File: src/shared/vsync_pkg.sv
// Shared constants and helpers for the video sync recovery link
//
// Contract
// - 525: frame fall within line-4 strobe window
// - 525: frame rise free, low about 3 lines
// - 625: frame fall within line-1 strobe window
// - 625: frame rise free, low 2-3 lines
// - Frame strobe honoured in first field only
// - 525 lines per frame, 480 active
// - 625 lines per frame in strobe mode
// - 625: drop pixel data of line 23
// - 625: drop pixel data of line 623
// - Embedded mode times lines from end code
// - No embedded mode at square-pixel rate
// - Preamble ff 00 00 precedes timing code
// - Code bits: 1, field, vblank, start/end, protection
// - Vertical flag 1 means field blanking
// - Start/end flag 0 start, 1 end
// - Select bit: 0 strobes, 1 embedded codes
// - Free-run on last valid timing
// - Sample where line strobe falls is pixel zero
`default_nettype none
package vsync_pkg;
    localparam logic [9:0]  LINES_525        = 10'd525;
    localparam logic [9:0]  LINES_625        = 10'd625;
    localparam logic [9:0]  ACTIVE_LINES_525 = 10'd480;
    localparam logic [9:0]  ACTIVE_LINES_625 = 10'd576;
    localparam logic [9:0]  ACTIVE_FIRST     = 10'd23;
    localparam logic [9:0]  F2_ACTIVE_525    = 10'd286;
    localparam logic [9:0]  F2_ACTIVE_625    = 10'd336;
    localparam logic [9:0]  FIRST_LINE_525   = 10'd4;
    localparam logic [9:0]  FIRST_LINE_625   = 10'd1;
    localparam logic [9:0]  FIELD2_LINE_525  = 10'd266;
    localparam logic [9:0]  FIELD2_LINE_625  = 10'd313;
    localparam logic [9:0]  DROP_LINE_A      = 10'd23;
    localparam logic [9:0]  DROP_LINE_B      = 10'd623;
    localparam logic [9:0]  VS_LOW_LINES     = 10'd3;
    localparam logic [10:0] WORDS_525        = 11'd1716;
    localparam logic [10:0] WORDS_625        = 11'd1728;
    localparam logic [10:0] ACTIVE_WORDS     = 11'd1440;
    localparam logic [10:0] EAV_FIRST        = 11'd1440;
    localparam logic [10:0] EAV_CODE         = 11'd1443;
    localparam logic [10:0] CB0_525          = 11'd244;
    localparam logic [10:0] CB0_625          = 11'd264;
    localparam logic [10:0] HS_LOW_WORDS     = 11'd128;
    localparam logic [2:0]  SYNC_WIN         = 3'd3;
    localparam logic [2:0]  AGE_MAX          = 3'd7;
    localparam logic [7:0]  PRE_FF           = 8'hff;
    localparam logic [7:0]  PRE_00           = 8'h00;
    localparam logic [7:0]  BLANK_C          = 8'h80;
    localparam logic [7:0]  BLANK_Y          = 8'h10;
    localparam int          FIXED_BIT        = 7;
    localparam int          F_BIT            = 6;
    localparam int          V_BIT            = 5;
    localparam int          H_BIT            = 4;
    localparam int          FIFO_WIDTH       = 8;
    localparam int          FIFO_DEPTH       = 32;

    function automatic logic [9:0] line_total(input logic std625);
        line_total = std625 ? LINES_625 : LINES_525;
    endfunction : line_total

    function automatic logic [10:0] line_words(input logic std625);
        line_words = std625 ? WORDS_625 : WORDS_525;
    endfunction : line_words

    function automatic logic [9:0] first_line(input logic std625);
        first_line = std625 ? FIRST_LINE_625 : FIRST_LINE_525;
    endfunction : first_line

    function automatic logic is_field2(input logic std625, input logic [9:0] line);
        if (std625)
            is_field2 = line >= FIELD2_LINE_625;
        else
            is_field2 = (line >= FIELD2_LINE_525) || (line < FIRST_LINE_525);
    endfunction : is_field2

    // Half of the active lines sit in each field
    function automatic logic is_vblank(input logic std625, input logic [9:0] line);
        logic [9:0] half;
        logic [9:0] f2;
        half = std625 ? (ACTIVE_LINES_625 >> 1) : (ACTIVE_LINES_525 >> 1);
        f2 = std625 ? F2_ACTIVE_625 : F2_ACTIVE_525;
        is_vblank = (line < ACTIVE_FIRST) || ((line >= ACTIVE_FIRST + half) && (line < f2))
                    || (line >= f2 + half);
    endfunction : is_vblank

    function automatic logic [7:0] trc_word(input logic f, input logic v, input logic h);
        trc_word = {1'b1, f, v, h, v ^ h, f ^ h, f ^ v, f ^ v ^ h};
    endfunction : trc_word
endpackage : vsync_pkg
`default_nettype wire

File: src/shared/vid_link_if.sv
// Pixel link between the video source and the encoder front end
`default_nettype none
interface vid_link_if;
    logic [7:0] pixel_data;
    logic       line_sync_n;
    logic       frame_sync_n;
    modport source  (output pixel_data, line_sync_n, frame_sync_n);
    modport encoder (input  pixel_data, line_sync_n, frame_sync_n);
endinterface : vid_link_if
`default_nettype wire

File: src/rtl/sync_recovery.sv
// Encoder front end: sync recovery, timing code decode and pixel FIFO
`default_nettype none
module vid_fifo
    import vsync_pkg::*;
#(
    parameter int WIDTH = FIFO_WIDTH,
    parameter int DEPTH = FIFO_DEPTH
)
(
    input  wire logic             clk_in,
    input  wire logic             rst_n_in,
    input  wire logic             in_valid_in,
    input  wire logic [WIDTH-1:0] in_data_in,
    output logic                  in_ready_out,
    output logic                  out_valid_out,
    output logic      [WIDTH-1:0] out_data_out,
    input  wire logic             out_ready_in
);
    localparam int AW = $clog2(DEPTH);

    logic [WIDTH-1:0] mem_r [DEPTH];
    logic [AW-1:0]    wr_ptr_r;
    logic [AW-1:0]    wr_ptr_nxt;
    logic [AW-1:0]    rd_ptr_r;
    logic [AW-1:0]    rd_ptr_nxt;
    logic [AW:0]      count_r;
    logic [AW:0]      count_nxt;
    logic             out_valid_r;
    logic             out_valid_nxt;
    logic [WIDTH-1:0] out_data_r;
    logic [WIDTH-1:0] out_data_nxt;
    logic             push;
    logic             load;

    assign in_ready_out  = count_r != DEPTH[AW:0];
    assign out_valid_out = out_valid_r;
    assign out_data_out  = out_data_r;

    // Output stage is a register so the consumer never sees a memory mux
    always_comb
    begin
        push          = in_valid_in && in_ready_out;
        load          = (count_r != '0) && (!out_valid_r || out_ready_in);
        wr_ptr_nxt    = push ? wr_ptr_r + 1'b1 : wr_ptr_r;
        rd_ptr_nxt    = load ? rd_ptr_r + 1'b1 : rd_ptr_r;
        count_nxt     = count_r + {{AW{1'b0}}, push} - {{AW{1'b0}}, load};
        out_valid_nxt = load ? 1'b1 : (out_ready_in ? 1'b0 : out_valid_r);
        out_data_nxt  = load ? mem_r[rd_ptr_r] : out_data_r;
    end

    always_ff @(posedge clk_in or negedge rst_n_in)
    begin
        if (!rst_n_in)
        begin
            wr_ptr_r    <= '0;
            rd_ptr_r    <= '0;
            count_r     <= '0;
            out_valid_r <= 1'b0;
            out_data_r  <= '0;
        end
        else
        begin
            wr_ptr_r    <= wr_ptr_nxt;
            rd_ptr_r    <= rd_ptr_nxt;
            count_r     <= count_nxt;
            out_valid_r <= out_valid_nxt;
            out_data_r  <= out_data_nxt;
        end
    end

    // Storage needs no reset; count guards every read
    always_ff @(posedge clk_in)
    begin
        if (push)
            mem_r[wr_ptr_r] <= in_data_in;
    end
endmodule : vid_fifo

module sync_recovery
    import vsync_pkg::*;
(
    input  wire logic        SYS_CLK_IN,
    input  wire logic        NRST_IN,
    vid_link_if.encoder      LINK,
    input  wire logic        EMBEDDED_SYNC_SELECT_IN,
    input  wire logic        STD_625_IN,
    input  wire logic        SQUARE_PIXEL_IN,
    input  wire logic        VIDEO_READY_IN,
    output logic       [7:0] VIDEO_DATA_OUT,
    output logic             VIDEO_VALID_OUT,
    output logic             FIELD2_OUT,
    output logic             VBLANK_OUT,
    output logic       [9:0] LINE_OUT,
    output logic             EAV_OUT,
    output logic             SAV_OUT,
    output logic             LOCKED_OUT,
    output logic             MODE_ERR_OUT,
    output logic             OVERFLOW_OUT
);
    typedef enum logic [1:0] {HUNT_IDLE, HUNT_FF, HUNT_00A, HUNT_00B} pre_state_e;

    pre_state_e  pre_r;
    pre_state_e  pre_nxt;
    logic        trc_hit;
    logic [7:0]  code;
    logic        hs_prev_r;
    logic        vs_prev_r;
    logic [10:0] pix_r;
    logic [10:0] pix_nxt;
    logic [9:0]  line_r;
    logic [9:0]  line_nxt;
    logic        field2_r;
    logic        field2_nxt;
    logic        vblank_r;
    logic        vblank_nxt;
    logic [2:0]  age_r;
    logic [2:0]  age_nxt;
    logic        cand_r;
    logic        cand_nxt;
    logic        locked_r;
    logic        locked_nxt;
    logic        eav_r;
    logic        eav_nxt;
    logic        sav_r;
    logic        sav_nxt;
    logic        err_r;
    logic        ovf_r;
    logic        ovf_nxt;
    logic        wr_valid_r;
    logic        wr_valid_nxt;
    logic [7:0]  wr_data_r;
    logic        fifo_ready;
    logic        emb;
    logic        hs_fall;
    logic        hs_rise;
    logic        vs_fall;
    logic        step;
    logic        active;
    logic [10:0] cb0;

    // Preamble hunt; any word that breaks the sequence starts it over
    always_comb
    begin
        pre_nxt = HUNT_IDLE;
        trc_hit = 1'b0;
        code    = LINK.pixel_data;
        case (pre_r)
            HUNT_FF:  pre_nxt = (code == PRE_00) ? HUNT_00A : ((code == PRE_FF) ? HUNT_FF : HUNT_IDLE);
            HUNT_00A: pre_nxt = (code == PRE_00) ? HUNT_00B : ((code == PRE_FF) ? HUNT_FF : HUNT_IDLE);
            HUNT_00B:
            begin
                trc_hit = code[FIXED_BIT];
                pre_nxt = (code == PRE_FF) ? HUNT_FF : HUNT_IDLE;
            end
            HUNT_IDLE: pre_nxt = (code == PRE_FF) ? HUNT_FF : HUNT_IDLE;
            default:   pre_nxt = HUNT_IDLE;
        endcase
    end

    always_ff @(posedge SYS_CLK_IN or negedge NRST_IN)
    begin
        if (!NRST_IN)
            pre_r <= HUNT_IDLE;
        else
            pre_r <= pre_nxt;
    end

    // Line timing; counters keep running when syncs vanish
    always_comb
    begin
        emb        = EMBEDDED_SYNC_SELECT_IN && !SQUARE_PIXEL_IN;
        hs_fall    = hs_prev_r && !LINK.line_sync_n;
        hs_rise    = !hs_prev_r && LINK.line_sync_n;
        vs_fall    = vs_prev_r && !LINK.frame_sync_n;
        pix_nxt    = (pix_r == line_words(STD_625_IN) - 11'd1) ? 11'd0 : pix_r + 11'd1;
        line_nxt   = line_r;
        field2_nxt = field2_r;
        vblank_nxt = vblank_r;
        locked_nxt = locked_r;
        eav_nxt    = 1'b0;
        sav_nxt    = 1'b0;
        cand_nxt   = cand_r;
        age_nxt    = vs_fall ? 3'd0 : ((age_r == AGE_MAX) ? AGE_MAX : age_r + 3'd1);
        step       = 1'b0;
        if (emb)
        begin
            // No free-run before the first code: an unaligned step would skew the line count
            step = locked_r && (pix_nxt == EAV_CODE);
            if (trc_hit && code[H_BIT])
            begin
                pix_nxt    = EAV_CODE;
                step       = 1'b1;
                eav_nxt    = 1'b1;
                locked_nxt = 1'b1;
                field2_nxt = code[F_BIT];
                vblank_nxt = code[V_BIT];
            end
            else if (trc_hit)
                sav_nxt = 1'b1;
        end
        else
        begin
            if (hs_fall)
                pix_nxt = 11'd0;
            step = pix_nxt == 11'd0;
        end
        if (step)
            line_nxt = (line_r >= line_total(STD_625_IN)) ? 10'd1 : line_r + 10'd1;
        if (emb && eav_nxt && field2_r && !code[F_BIT])
            line_nxt = first_line(STD_625_IN);
        if (!emb)
        begin
            if (hs_fall)
                cand_nxt = age_nxt <= SYNC_WIN;
            if (vs_fall && !LINK.line_sync_n && !hs_fall)
                cand_nxt = 1'b1;
            if (hs_rise)
            begin
                cand_nxt = 1'b0;
                if (cand_r && age_nxt >= SYNC_WIN && !(locked_r && field2_r))
                begin
                    line_nxt   = first_line(STD_625_IN);
                    locked_nxt = 1'b1;
                end
            end
            field2_nxt = is_field2(STD_625_IN, line_nxt);
            vblank_nxt = is_vblank(STD_625_IN, line_nxt);
        end
        cb0    = STD_625_IN ? CB0_625 : CB0_525;
        active = emb ? (pix_nxt < ACTIVE_WORDS)
                     : ((pix_nxt >= cb0) && (pix_nxt < cb0 + ACTIVE_WORDS));
        wr_valid_nxt = active && !vblank_nxt
                       && !(STD_625_IN && (line_nxt == DROP_LINE_A || line_nxt == DROP_LINE_B));
        ovf_nxt = ovf_r || (wr_valid_r && !fifo_ready);
    end

    always_ff @(posedge SYS_CLK_IN or negedge NRST_IN)
    begin
        if (!NRST_IN)
        begin
            hs_prev_r  <= 1'b1;
            vs_prev_r  <= 1'b1;
            pix_r      <= '0;
            line_r     <= 10'd1;
            field2_r   <= 1'b0;
            vblank_r   <= 1'b1;
            age_r      <= AGE_MAX;
            cand_r     <= 1'b0;
            locked_r   <= 1'b0;
            eav_r      <= 1'b0;
            sav_r      <= 1'b0;
            err_r      <= 1'b0;
            ovf_r      <= 1'b0;
            wr_valid_r <= 1'b0;
            wr_data_r  <= '0;
        end
        else
        begin
            hs_prev_r  <= LINK.line_sync_n;
            vs_prev_r  <= LINK.frame_sync_n;
            pix_r      <= pix_nxt;
            line_r     <= line_nxt;
            field2_r   <= field2_nxt;
            vblank_r   <= vblank_nxt;
            age_r      <= age_nxt;
            cand_r     <= cand_nxt;
            locked_r   <= locked_nxt;
            eav_r      <= eav_nxt;
            sav_r      <= sav_nxt;
            err_r      <= EMBEDDED_SYNC_SELECT_IN && SQUARE_PIXEL_IN;
            ovf_r      <= ovf_nxt;
            wr_valid_r <= wr_valid_nxt;
            wr_data_r  <= LINK.pixel_data;
        end
    end

    // A video stream cannot be paused, so a full FIFO drops words and flags it
    vid_fifo #(
        .WIDTH (FIFO_WIDTH),
        .DEPTH (FIFO_DEPTH)
    ) u_fifo (
        .clk_in        (SYS_CLK_IN),
        .rst_n_in      (NRST_IN),
        .in_valid_in   (wr_valid_r),
        .in_data_in    (wr_data_r),
        .in_ready_out  (fifo_ready),
        .out_valid_out (VIDEO_VALID_OUT),
        .out_data_out  (VIDEO_DATA_OUT),
        .out_ready_in  (VIDEO_READY_IN)
    );

    assign FIELD2_OUT   = field2_r;
    assign VBLANK_OUT   = vblank_r;
    assign LINE_OUT     = line_r;
    assign EAV_OUT      = eav_r;
    assign SAV_OUT      = sav_r;
    assign LOCKED_OUT   = locked_r;
    assign MODE_ERR_OUT = err_r;
    assign OVERFLOW_OUT = ovf_r;
endmodule : sync_recovery
`default_nettype wire

File: src/flat_wrapper.sv
// flat-port wrapper written by rule: the top's interface ports become plain ports
module sync_recovery_flat import vsync_pkg::*;
  (SYS_CLK_IN, NRST_IN, EMBEDDED_SYNC_SELECT_IN, STD_625_IN, SQUARE_PIXEL_IN, VIDEO_READY_IN, VIDEO_DATA_OUT, VIDEO_VALID_OUT, FIELD2_OUT, VBLANK_OUT, LINE_OUT, EAV_OUT, SAV_OUT, LOCKED_OUT, MODE_ERR_OUT, OVERFLOW_OUT, LINK_pixel_data, LINK_line_sync_n, LINK_frame_sync_n);
  vid_link_if LINK_i ();
  input  wire logic SYS_CLK_IN;
  input  wire logic NRST_IN;
  input  wire logic EMBEDDED_SYNC_SELECT_IN;
  input  wire logic STD_625_IN;
  input  wire logic SQUARE_PIXEL_IN;
  input  wire logic VIDEO_READY_IN;
  output logic       [7:0] VIDEO_DATA_OUT;
  output logic VIDEO_VALID_OUT;
  output logic FIELD2_OUT;
  output logic VBLANK_OUT;
  output logic       [9:0] LINE_OUT;
  output logic EAV_OUT;
  output logic SAV_OUT;
  output logic LOCKED_OUT;
  output logic MODE_ERR_OUT;
  output logic OVERFLOW_OUT;
  input wire logic [$bits(LINK_i.pixel_data)-1:0] LINK_pixel_data;
  input wire logic [$bits(LINK_i.line_sync_n)-1:0] LINK_line_sync_n;
  input wire logic [$bits(LINK_i.frame_sync_n)-1:0] LINK_frame_sync_n;
  assign LINK_i.pixel_data = LINK_pixel_data;
  assign LINK_i.line_sync_n = LINK_line_sync_n;
  assign LINK_i.frame_sync_n = LINK_frame_sync_n;
  sync_recovery u_core (.SYS_CLK_IN(SYS_CLK_IN), .NRST_IN(NRST_IN), .LINK(LINK_i), .EMBEDDED_SYNC_SELECT_IN(EMBEDDED_SYNC_SELECT_IN), .STD_625_IN(STD_625_IN), .SQUARE_PIXEL_IN(SQUARE_PIXEL_IN), .VIDEO_READY_IN(VIDEO_READY_IN), .VIDEO_DATA_OUT(VIDEO_DATA_OUT), .VIDEO_VALID_OUT(VIDEO_VALID_OUT), .FIELD2_OUT(FIELD2_OUT), .VBLANK_OUT(VBLANK_OUT), .LINE_OUT(LINE_OUT), .EAV_OUT(EAV_OUT), .SAV_OUT(SAV_OUT), .LOCKED_OUT(LOCKED_OUT), .MODE_ERR_OUT(MODE_ERR_OUT), .OVERFLOW_OUT(OVERFLOW_OUT));
endmodule
File: config.mk
export PLATFORM = sky130hd
export DESIGN_NAME = sync_recovery_flat
export DESIGN_NICKNAME = d
export VERILOG_FILES = /design/src/shared/vsync_pkg.sv /design/src/shared/vid_link_if.sv /design/src/rtl/sync_recovery.sv /design/src/flat_wrapper.sv
export SDC_FILE = /design/constraint.sdc
export NUM_CORES = 1
export LEC_CHECK = 0
export ABC_AREA = 1
export BUFFER_PORTS_ARGS = -buffer_cell sky130_fd_sc_hd__buf_4
export CORE_MARGIN = 1.5
export CORE_UTILIZATION = 45
export DETAILED_ROUTE_END_ITERATION = 7
export SLEW_MARGIN = 20
export SYNTH_ARGS = -nofsm -noshare
export SYNTH_HDL_FRONTEND = slang
export SYNTH_SLANG_ARGS = --single-unit
File: constraint.sdc
create_clock -name SYS_CLK_IN -period 5.3 [get_ports SYS_CLK_IN]
set_input_delay 0.795 -clock SYS_CLK_IN [delete_from_list [all_inputs] [get_ports SYS_CLK_IN]]
set_output_delay 0.795 -clock SYS_CLK_IN [all_outputs]
set_load 0.05 [all_outputs]
==> results, run 1 <==
- The post-CTS setup repair buffer count is 0.
- The maximum number of pins on one net before global-route repair is 71.
- The kind of cell adding the most delay to the critical path is simple AND/OR/NAND/NOR gates.
- The tree built by TritonCTS fans out to roughly 330 sinks.
- The highest achievable clock rate is 0.2769 GHz.
- Data on the critical path arrives at its endpoint at between 4 and 5 ns.
- The synthesized design contains roughly 330 register bits.
- The later pin in the worst-skew pair is clocked with a latency of 0.53 ns.
- The first-pass iteration count of the detailed router is 5.
- The via density per instance is ~5.5.
- The repair_antennas step left the layout with diodes totalling 0.
- For this block, the initial DRC count from the detailed router was 849.
- In this run the cell area of the synthesized design comes to 14700 sq um.
- The number of nets handed over by synthesis was 1408.
- The cts-stage hold buffer count is 0.
- The congestion estimate from routability-driven global placement came to between 0.8 and 0.9.
- In this run the critical register-to-register path is captured at u_core.wr_valid_r$_DFF_PN0_.
- The worst setup path is of the register to register kind.
- In the post-route analysis, the smallest setup slack over all paths is 1.689 ns.
- In this design, the stage delay of the slowest critical-path cell is 0.39 ns.
- Summed over all cells, the static leakage comes to a little over 0.006 uW.
- The deepest clock path buffer count is 3.
- The number of nets in the layout is 1441.
- The total number of cells along the worst setup path is 25.
- The final max-slew violation count came to 0.
- The I/O pin count is 42.
- The most critical setup path has its endpoint at u_core.wr_valid_r$_DFF_PN0_.
- For this run, the total global-route usage over all layers was measured as 0.2155.
- The total routed wirelength is 35690 um.
- For this run, design rule violations remaining after detail routing come to 0.
- The post-synthesis cell type count is 50.
- The fraction of final layout cells with drive strength greater than 1 is 0.1192.
- The TritonCTS clock tree is done.
- The share of synthesized area in the top cell type comes to 0.5230.
- The total via count after detailed routing is 10166.
- Synthesis produced 1349 cells.
- On the critical path, the stage with the largest delay is an instance of sky130_fd_sc_hd__dfrtp_1.
- Setup repair after global routing left no endpoint under its margin.
- The area growth from synthesis to layout is 13.21%.
- The final setup violation count is 0.
- The post-layout minimum cycle time is ~3.6 ns.
- The sequential element share of the synthesized area is 0.6427.
- The type of element launching the critical path is a register.
- The type of the most critical hold path is input port to asynchronous set/reset pin.
- The routed wirelength normalized by instance count is 19.35 um.
- The type of destination of the critical path is a register.
- The buffering stage count on the worst path with inverters included is 0.
- The cell accounting for the most synthesized area is sky130_fd_sc_hd__edfxtp_1.
- The post-route clock period utilization is 0.6814.
- A synthesized cell averages 10.90 sq um.
- By area the synthesized netlist is led by sky130_fd_sc_hd__edfxtp_1, sky130_fd_sc_hd__dfrtp_1, sky130_fd_sc_hd__nor2_1.
- In this run the register-to-register setup slack is 1.69 ns.
- The wire length of the first global-routing pass is 55480 um.
- The number of gates given a new drive strength after cts is 0.
- The via count of the first global-routing pass is 9632.
- For the final database, setup skew stands at 0.02294 ns.
- The number of synthesis warnings is 0.
- The horizontal die dimension is 183.7 um.
- In this run the critical register-to-register path is launched from u_core.pix_r[1]$_DFF_PN0_.
- The floorplan has 65 rows.
- The placed instances occupy a cell area of 15410 sq um.
- Among the stages of the critical path, the cell type that occurs most often is sky130_fd_sc_hd__nand2_1.
- The detailed-placement wirelength estimate is around 22000 um.
- The number of clock buffers inserted by TritonCTS is 35.
- Once layout is done, the placed cells without fillers occupy 16640 sq um.
- Max-cap violations in this run came to 0.
- At the placement stage, the worst setup path has a slack of 1.196 ns.
- The headroom to the max-slew limit is 0.2304.
- Global routing finished with a remaining overflow of 0.
- The sum of negative setup slack is 0 ns.
- The biggest fanout along the worst timing path is 12.
- The maximum resistive drop on vdd is about 0.32 mV.
- The number of cells on the worst reg-to-reg path is 25.
- The height of the die is ~180 um.
- The final hold violation count is 0.
- The clock slew at the register clock pins of the worst setup and hold paths is 0.07 ns.
- The region available for standard cell placement spans 31880 sq um.
- The cell at the root of the clock tree is sky130_fd_sc_hd__clkbuf_16.
- The flow ran to the end, and the final reports show no timing, DRC or antenna violations.
- The required time at the worst-slack endpoint is 5.75 ns.
- The number of port buffers is just over 40.
- The area of the die is approximately 34000 sq um.
- The initial antenna violation count is 0.
- The power density over the cells is 549.1 nW/um^2.
- The first element of the critical path is u_core.pix_r[1]$_DFF_PN0_.
- The initial cell density of the core is 0.4611.
- At the pin with the least slew margin, the transition time is 1.154 ns.
- The number of antenna-violating nets in the routed design is 0.
- The H-tree level count is 2.
## synthesized netlist by cell type (all sizes together)
| master | n |
|---|---|
| nor2 | 215 |
| o311a | 1 |
| buf | 5 |
| nor3b | 1 |
| o221ai | 26 |
| a21oi | 22 |
| nor3 | 14 |
| nor4 | 8 |
| and3 | 1 |
| o31ai | 2 |
| o211ai | 7 |
| dfrtp | 63 |
| xor2 | 16 |
| ha | 42 |
| o22ai | 38 |
| dfstp | 7 |
| edfxtp | 256 |
| o21bai | 3 |
| nand3b | 1 |
| clkbuf | 50 |
| nand2 | 184 |
| fa | 1 |
| a211oi | 1 |
| o21a | 1 |
| and2 | 2 |
| clkinv | 6 |
| nand3 | 71 |
| a21boi | 2 |
| nand4 | 38 |
| xnor2 | 1 |
| inv | 106 |
| or2 | 2 |
| a21o | 1 |
| a22oi | 1 |
| a31oi | 3 |
| o21ai | 151 |
## cells in the final DEF, fill, tap and decap left out, types with 22 or more instances in the layout
cell	Yosys	layout
sky130_fd_sc_hd__edfxtp_1	256	256
sky130_fd_sc_hd__nor2_1	201	201
sky130_fd_sc_hd__nand2_1	174	174
sky130_fd_sc_hd__o21ai_0	143	143
sky130_fd_sc_hd__inv_1	98	97
sky130_fd_sc_hd__nand3_1	62	62
sky130_fd_sc_hd__dfrtp_1	63	55
sky130_fd_sc_hd__buf_4	1	49
sky130_fd_sc_hd__ha_1	42	42
sky130_fd_sc_hd__o22ai_1	38	38
sky130_fd_sc_hd__nand4_1	37	37
sky130_fd_sc_hd__clkbuf_16	0	35
sky130_fd_sc_hd__o221ai_1	26	26
sky130_fd_sc_hd__a21oi_1	22	22
## state kept, by name, summed over array words and instances (netlist names), 2 cells and up
signal / count
u_core.age_r: 3
u_core.u_fifo.rd_ptr_r: 5
u_core.LINE_OUT: 10
u_core.pix_r: 11
u_core.pre_r: 2
u_core.u_fifo.mem_r: 256
u_core.wr_data_r: 8
u_core.u_fifo.count_r: 6
u_core.u_fifo.wr_ptr_r: 5
u_core.u_fifo.out_data_out: 8
## per-layer routing
layer	up-vias	part of all wire	global-route usage
li1	4850	-	-
met1	4976	0.47	0.3230
met2	301	0.44	0.3285
met3	39	0.063	0.03427
met4	0	0.019	0.05213
met5	-	0	0
## cells by family after synthesis
kind of cell | synth area share
adders and majority gates | 0.03711
DFF | 0.6427
xor gates and xnor gates | 0.01013
buffers and inverters | 0.04401
AOI/OAI and AO/OA | 0.1020
and+or+nand+nor | 0.1640
## power breakdown
group	switching, uW	internal [uW]	leakage [uW]
Clock	1010	1500	0.000582
Combinational	2320	1010	0.00251
Sequential	279	3020	0.00314
Total	3610	5520	0.00624
## through the flow
step	cells	util	hold WS (ns)	power, uW
finish	1844	0.5220	0.1821	9137
global route	1844	0.5220	0.1862	9693
CTS	1843	0.5210	0.3729	9175
detailed placement	1779	0.4835	0.4725	6654
global placement	1779	0.4834	0.4653	6629
floorplan	1349	-	0.4614	5633
## how the worst min path moves through the flow
stage / startpoint / end / slack (ns) / depth (start not counted)
global route: NRST_IN / u_core.LINE_OUT[4]$_DFF_PN0_ / 0.19 / 1
CTS: LINK_frame_sync_n / u_core.vs_prev_r$_DFF_PN1_ / 0.37 / 1
floorplan: u_core.age_r[2]$_DFF_PN1_ / u_core.age_r[2]$_DFF_PN1_ / 0.46 / 2
global placement: u_core.u_fifo.out_data_out[7]$_DFFE_PN0P_ / u_core.u_fifo.out_data_out[7]$_DFFE_PN0P_ / 0.47 / 2
detailed placement: u_core.u_fifo.out_data_out[2]$_DFFE_PN0P_ / u_core.u_fifo.out_data_out[2]$_DFFE_PN0P_ / 0.47 / 2
finish: NRST_IN / u_core.LINE_OUT[4]$_DFF_PN0_ / 0.18 / 1
## area by class of cell
class,count,area [sq um]
inverter,112,421.7
multi-input combinational,856,4604
sequential,326,9460
clock inverter,19,231.5
tap,435,544.3
clock buffer,45,963.4
fill,2886,15240
timing repair buffer,51,415.4
Note: power is estimated with default switching activity, not from simulation.
==> inputs of run 2 (changes only) <==
--- a/config.mk
+++ b/config.mk
@@ -5,7 +5,7 @@
 export SDC_FILE = /design/constraint.sdc
 export NUM_CORES = 1
 export LEC_CHECK = 0
-export ABC_AREA = 1
+export ABC_AREA = 0
 export BUFFER_PORTS_ARGS = -buffer_cell sky130_fd_sc_hd__buf_4
 export CORE_MARGIN = 1.5
 export CORE_UTILIZATION = 45
==> constraint.sdc (replaced) <==
create_clock -name SYS_CLK_IN -period 2.91 [get_ports SYS_CLK_IN]
set_input_delay 0.4365 -clock SYS_CLK_IN [delete_from_list [all_inputs] [get_ports SYS_CLK_IN]]
set_output_delay 0.4365 -clock SYS_CLK_IN [all_outputs]
set_load 0.05 [all_outputs]
==> run 2 against run 1 <==
  * The run now ends with setup timing left
  * Routed wire length down 5.0%
  * Sequential cell count unchanged
  * Sequential power up 79%
  * Critical endpoint is now u_core.VBLANK_OUT$_DFF_PN1_
  * Largest cell class unchanged
==> results, run 2 <==
- Outcome: complete, but fails checks (was finished clean).
- The checks that failed: setup timing.
- The mean instance size in the synthesized netlist is 15.75 sq um (was 10.90 sq um).
- The share of flip-flops with an asynchronous set or reset after synthesis was 0.2147 (unchanged).
- The final max-slew violation count came to 0 (unchanged).
- The adder-cell area share of the yosys netlist is 0.03720 (was 0.03711).
- Synth area leaders: sky130_fd_sc_hd__edfxtp_1, sky130_fd_sc_hd__mux4_2, sky130_fd_sc_hd__dfrtp_1 (was sky130_fd_sc_hd__edfxtp_1, sky130_fd_sc_hd__dfrtp_1, sky130_fd_sc_hd__nor2_1).
- The highest achievable clock rate is 0.2359 GHz (was 0.2769 GHz).
- The routed wirelength normalized by instance count is 21.09 um (was 19.35 um).
- The synthesized area is 14670 sq um (was 14700 sq um).
- The top register by number of flip-flops is u_core.u_fifo.mem_r (unchanged).
- The critical path goes through buf_4, nand4_1, or3_1, a21o_1, nor4_4, a21bo_4, buf_8, o211ai_1, a32oi_2, inv_2, ha_1, o21ai_1, nand2b_1, a21o_1, a21oi_2, o2111ai_2, a221oi_2, a21boi_2, nor2_1, or3_1.
- The post-synthesis cell type count came to 88 (was 50).
- The leakage dissipation is 0.006696 uW (was 0.006236 uW).
- The simple-gate share of the synthesized area was 0.08130 (was 0.1640).
- The total power of the final layout came to 16310 uW (was 9137 uW).
- The via count of the first global-routing pass is 9039 (was 9632).
- The deepest clock path buffer count is 3 (unchanged).
- The number of flip-flops in the largest register is 256 (unchanged).
- The sequential element share of the synthesized area is 0.6442 (was 0.6427).
- The fraction of final layout cells with drive strength greater than 1 came to 0.3575 (was 0.1192).
- The number of clock buffers inserted by TritonCTS was 36 (was 35).
- The area of the die is 33690 sq um (was 33760 sq um).
- The cell at the root of the clock tree is sky130_fd_sc_hd__clkbuf_16 (unchanged).
- The final worst setup slack is -1.329 ns (was 1.689 ns).
- The biggest fanout along the worst timing path was 17 (was 12).
- The detailed-placement wirelength estimate is 23240 um (was 22080 um).
- The portion of synthesized cell area occupied by the leading cell type is 0.5241 (was 0.5230).
- The number of port buffers is 41 (unchanged).
- The multiplexer share of the synthesized area is 0.1330 (was 0).
- Along the worst hold path, the cell count comes to 1.
- The number of standard cells after synthesis was 931 (was 1349).
- The number of nets in the layout is 1203 (was 1441).
- The number of DRC violations after detailed routing is 0 (unchanged).
- The largest family of logic cells by synthesized area was multiplexers (was simple AND/OR/NAND/NOR gates).
- The library cell contributing the largest single delay on the critical path is sky130_fd_sc_hd__or3_1 (was sky130_fd_sc_hd__dfrtp_1).
- The number of antenna-violating nets in the routed design is 0 (unchanged).
- The buffering stage count on the worst path with inverters included is 3 (was 0).
- The total via count after detailed routing is 8844 (was 10166).
- The area taken by flip-flops and latches is 9458 sq um (was 9460 sq um).
- The diode insertion count for antenna repair came to 0 (unchanged).
- The H-tree level count is 2 (unchanged).
- Leading cell types in the layout, fill and taps excluded: sky130_fd_sc_hd__edfxtp_1, sky130_fd_sc_hd__buf_4, sky130_fd_sc_hd__nor2_1, sky130_fd_sc_hd__mux4_2, sky130_fd_sc_hd__dfrtp_1 (was sky130_fd_sc_hd__edfxtp_1, sky130_fd_sc_hd__nor2_1, sky130_fd_sc_hd__nand2_1, sky130_fd_sc_hd__o21ai_0, sky130_fd_sc_hd__inv_1).
- The number of flops mapped to enable cells by yosys is 256 (unchanged).
- The final instance area came to 18210 sq um (was 16640 sq um).
- The first-pass iteration count of the detailed router was 5 (unchanged).
- The power density over the cells is 895.6 nW/um^2 (was 549.1 nW/um^2).
- The net count of the mapped netlist is 990 (was 1408).
- The area fraction in compound gates after synthesis is 0.06953 (was 0.1020).
- The most common library cell in the layout ignoring fill and taps is sky130_fd_sc_hd__edfxtp_1 (unchanged).
- The critical register-to-register path startpoint was u_core.pix_r[1]$_DFF_PN0_ (unchanged).
- The main flop type after synthesis is sky130_fd_sc_hd__edfxtp_1 (unchanged).
- The horizontal die dimension is 183.5 um (was 183.7 um).
- The global placement routability congestion came to 0.9448 (was 0.8784).
- The filler cell count is 2501 (was 2886).
- The post-layout minimum cycle time is 4.239 ns (was 3.611 ns).
- Setup repair after global routing missed its margin: yes (was no).
- The most frequently used cell type in the post-synthesis netlist is sky130_fd_sc_hd__edfxtp_1 (unchanged).
- The number of storage elements in the synthesis netlist is 326 (unchanged).
- The final setup violation count is 4 (was 0).
- The number of cells on the worst reg-to-reg path is 20 (was 25).
- The total clock sinks came to 326 (unchanged).
- The height of the die is 183.5 um (was 183.7 um).
- The capture instance of the worst register-to-register path is u_core.VBLANK_OUT$_DFF_PN1_ (was u_core.wr_valid_r$_DFF_PN0_).
- The overall routing resource usage is 0.2082 (was 0.2155).
- The TritonCTS clock tree is done (unchanged).
- The worst-margin pin slew is 1.106 ns (was 1.154 ns).
- The maximum clock skew at final layout is 0.01966 ns (was 0.02294 ns).
- The worst path arrival time is 4.67 ns (was 4.06 ns).
- The area occupied by multi-input gates is 5141 sq um (was 4604 sq um).
- The cell accounting for the most synthesized area is sky130_fd_sc_hd__edfxtp_1 (unchanged).
- The headroom to the max-slew limit is 0.2627 (was 0.2304).
- The type of element launching the critical path is a register (unchanged).
- The I/O pin count is 42 (unchanged).
- The type of the most critical hold path was input port to register (was input port to asynchronous set/reset pin).
- The post-route clock period utilization is 1.457 (was 0.6814).
- The standard-cell row count is 65 (unchanged).
- The placed cell area is 16700 sq um (was 15410 sq um).
- The worst-skew pair later-pin latency is 0.52 ns (was 0.53 ns).
- The kind of cell adding the most delay to the critical path is compound AO/OA/AOI/OAI gates (was simple AND/OR/NAND/NOR gates).
- The setup slack on the worst flop-to-flop path is -1.33 ns (was 1.69 ns).
- The layout-stage area growth over the synthesis result is 24.19% (was 13.21%).
- The total routed wirelength is 33890 um (was 35690 um).
- The initial cell density of the core is 0.4612 (was 0.4611).
- The type of the worst setup path is register to register (unchanged).
- The maximum number of pins on one net before global-route repair came to 45 (was 71).
- The clock slew at the register clock pins of the worst setup and hold paths was 0.06 ns (was 0.07 ns).
- The final hold violation count was 0 (unchanged).
- The initial antenna violation count is 0 (unchanged).
- Most frequent cells after synthesis: sky130_fd_sc_hd__edfxtp_1, sky130_fd_sc_hd__nor2_1, sky130_fd_sc_hd__mux4_2 (was sky130_fd_sc_hd__edfxtp_1, sky130_fd_sc_hd__nor2_1, sky130_fd_sc_hd__nand2_1).
- The area of the core region came to 31800 sq um (was 31880 sq um).
- The maximum resistive drop on vdd is 0.8552 mV (was 0.3188 mV).
- The required time at the worst-slack endpoint is 3.34 ns (was 5.75 ns).
- The wire length of the first global-routing pass is 52830 um (was 55480 um).
- The first-iteration detailed-routing DRC count is 816 (was 849).
- The post-synthesis share of cell area spent on xor and xnor gates is 0.01365 (was 0.01013).
- The max-capacitance violation count is 0 (unchanged).
- The hold path startpoint is LINK_pixel_data[0].
- The stage delay of the slowest cell on the critical path came to 0.43 ns (was 0.39 ns).
- The via density per instance is 5.503 (was 5.513).
- The global route total overflow was 0 (unchanged).
- The number of synthesis warnings is 0 (unchanged).
- For hold timing, the worst endpoint is u_core.wr_data_r[0]$_DFF_PN0_.
- The type of destination of the critical path is a register (unchanged).
==> run 2: routing by layer <==
| metal | wire length [um] | up-vias | track usage |
|---|---|---|---|
| met5 | 0 | - | 0 |
| met4 | 830 | 0 | 0.06098 |
| met3 | 1707 | 51 | 0.03071 |
| met2 | 16030 | 286 | 0.3344 |
| met1 | 15320 | 4402 | 0.2964 |
| li1 | - | 4105 | - |
==> run 2: what timing repair did <==
| item | CTS | global route |
|---|---|---|
| setup buffers | 5 | 6 |
| setup endpoints to repair | 7 | 11 |
| resized for setup | 15 | 24 |
| gates cloned | 0 | 1 |
| hold endpoints to repair | 24 | 0 |
| hold buffers | 1 | 0 |
| pin swaps | 8 | 11 |
==> run 2: worst register-to-register path: stages (launching register included) <==
cell,delay [ns]
sky130_fd_sc_hd__dfrtp_1,0.38
sky130_fd_sc_hd__buf_4,0.13
sky130_fd_sc_hd__nand4_1,0.14
sky130_fd_sc_hd__or3_1,0.43
sky130_fd_sc_hd__a21o_1,0.22
sky130_fd_sc_hd__nor4_4,0.32
sky130_fd_sc_hd__a21bo_4,0.23
sky130_fd_sc_hd__buf_8,0.17
sky130_fd_sc_hd__o211ai_1,0.12
sky130_fd_sc_hd__a32oi_2,0.27
sky130_fd_sc_hd__inv_2,0.06
sky130_fd_sc_hd__ha_1,0.29
sky130_fd_sc_hd__o21ai_1,0.08
sky130_fd_sc_hd__nand2b_1,0.08
sky130_fd_sc_hd__a21o_1,0.19
sky130_fd_sc_hd__a21oi_2,0.15
sky130_fd_sc_hd__o2111ai_2,0.12
sky130_fd_sc_hd__a221oi_2,0.19
sky130_fd_sc_hd__a21boi_2,0.21
sky130_fd_sc_hd__nor2_1,0.05
sky130_fd_sc_hd__or3_1,0.34
==> run 2: layout make-up <==
class,count,area share
flip-flops and latches,326,0.5193
repair buffers,218,0.09576
well taps,435,0.02988
clock buffers,46,0.05379
multi-input cells,530,0.2823
inverters,32,0.006801
clock inverters,20,0.01223
==> run 2: cells by family after synthesis <==
kind of cell / after synthesis
AOI/OAI and AO/OA: 139
xor gates and xnor gates: 22
buffers and inverters: 75
muxes: 94
DFF: 326
adders and majority gates: 43
and+or+nand+nor: 232
==> run 2: per-stage QoR <==
step	std cells	util	setup TNS (ns)	setup slack (ns)	hold WS, ns
after detailed placement	1529	0.5252	-3.865	-1.453	0.4263
after floorplan	931	-	-2.954	-1.370	0.1409
after CTS	1601	0.5663	-3.180	-1.358	0.02610
after global placement	1529	0.5252	-3.693	-1.383	0.4180
after global routing	1607	0.5728	-4.107	-1.600	0.02886
final	1607	0.5728	-3.201	-1.329	0.04539
==> run 2: worst max path at each step <==
stage,start,to,slack (ns),cells after the start
6_report,u_core.pix_r[1]$_DFF_PN0_,u_core.VBLANK_OUT$_DFF_PN1_,-1.33,20
5_1_grt,u_core.pix_r[0]$_DFF_PN0_,u_core.VBLANK_OUT$_DFF_PN1_,-1.60,23
4_1_cts,u_core.pix_r[1]$_DFF_PN0_,u_core.VBLANK_OUT$_DFF_PN1_,-1.36,20
3_5_place_dp,u_core.pix_r[1]$_DFF_PN0_,u_core.VBLANK_OUT$_DFF_PN1_,-1.45,21
3_3_place_gp,u_core.pix_r[1]$_DFF_PN0_,u_core.VBLANK_OUT$_DFF_PN1_,-1.38,21
2_1_floorplan,u_core.pix_r[0]$_DFF_PN0_,u_core.VBLANK_OUT$_DFF_PN1_,-1.37,21
==> run 2: power breakdown <==
part | switching [uW] | internal [uW]
combinational | 2970 | 2880
sequential | 462 | 5450
clock | 1860 | 2700
total | 5280 | 11000
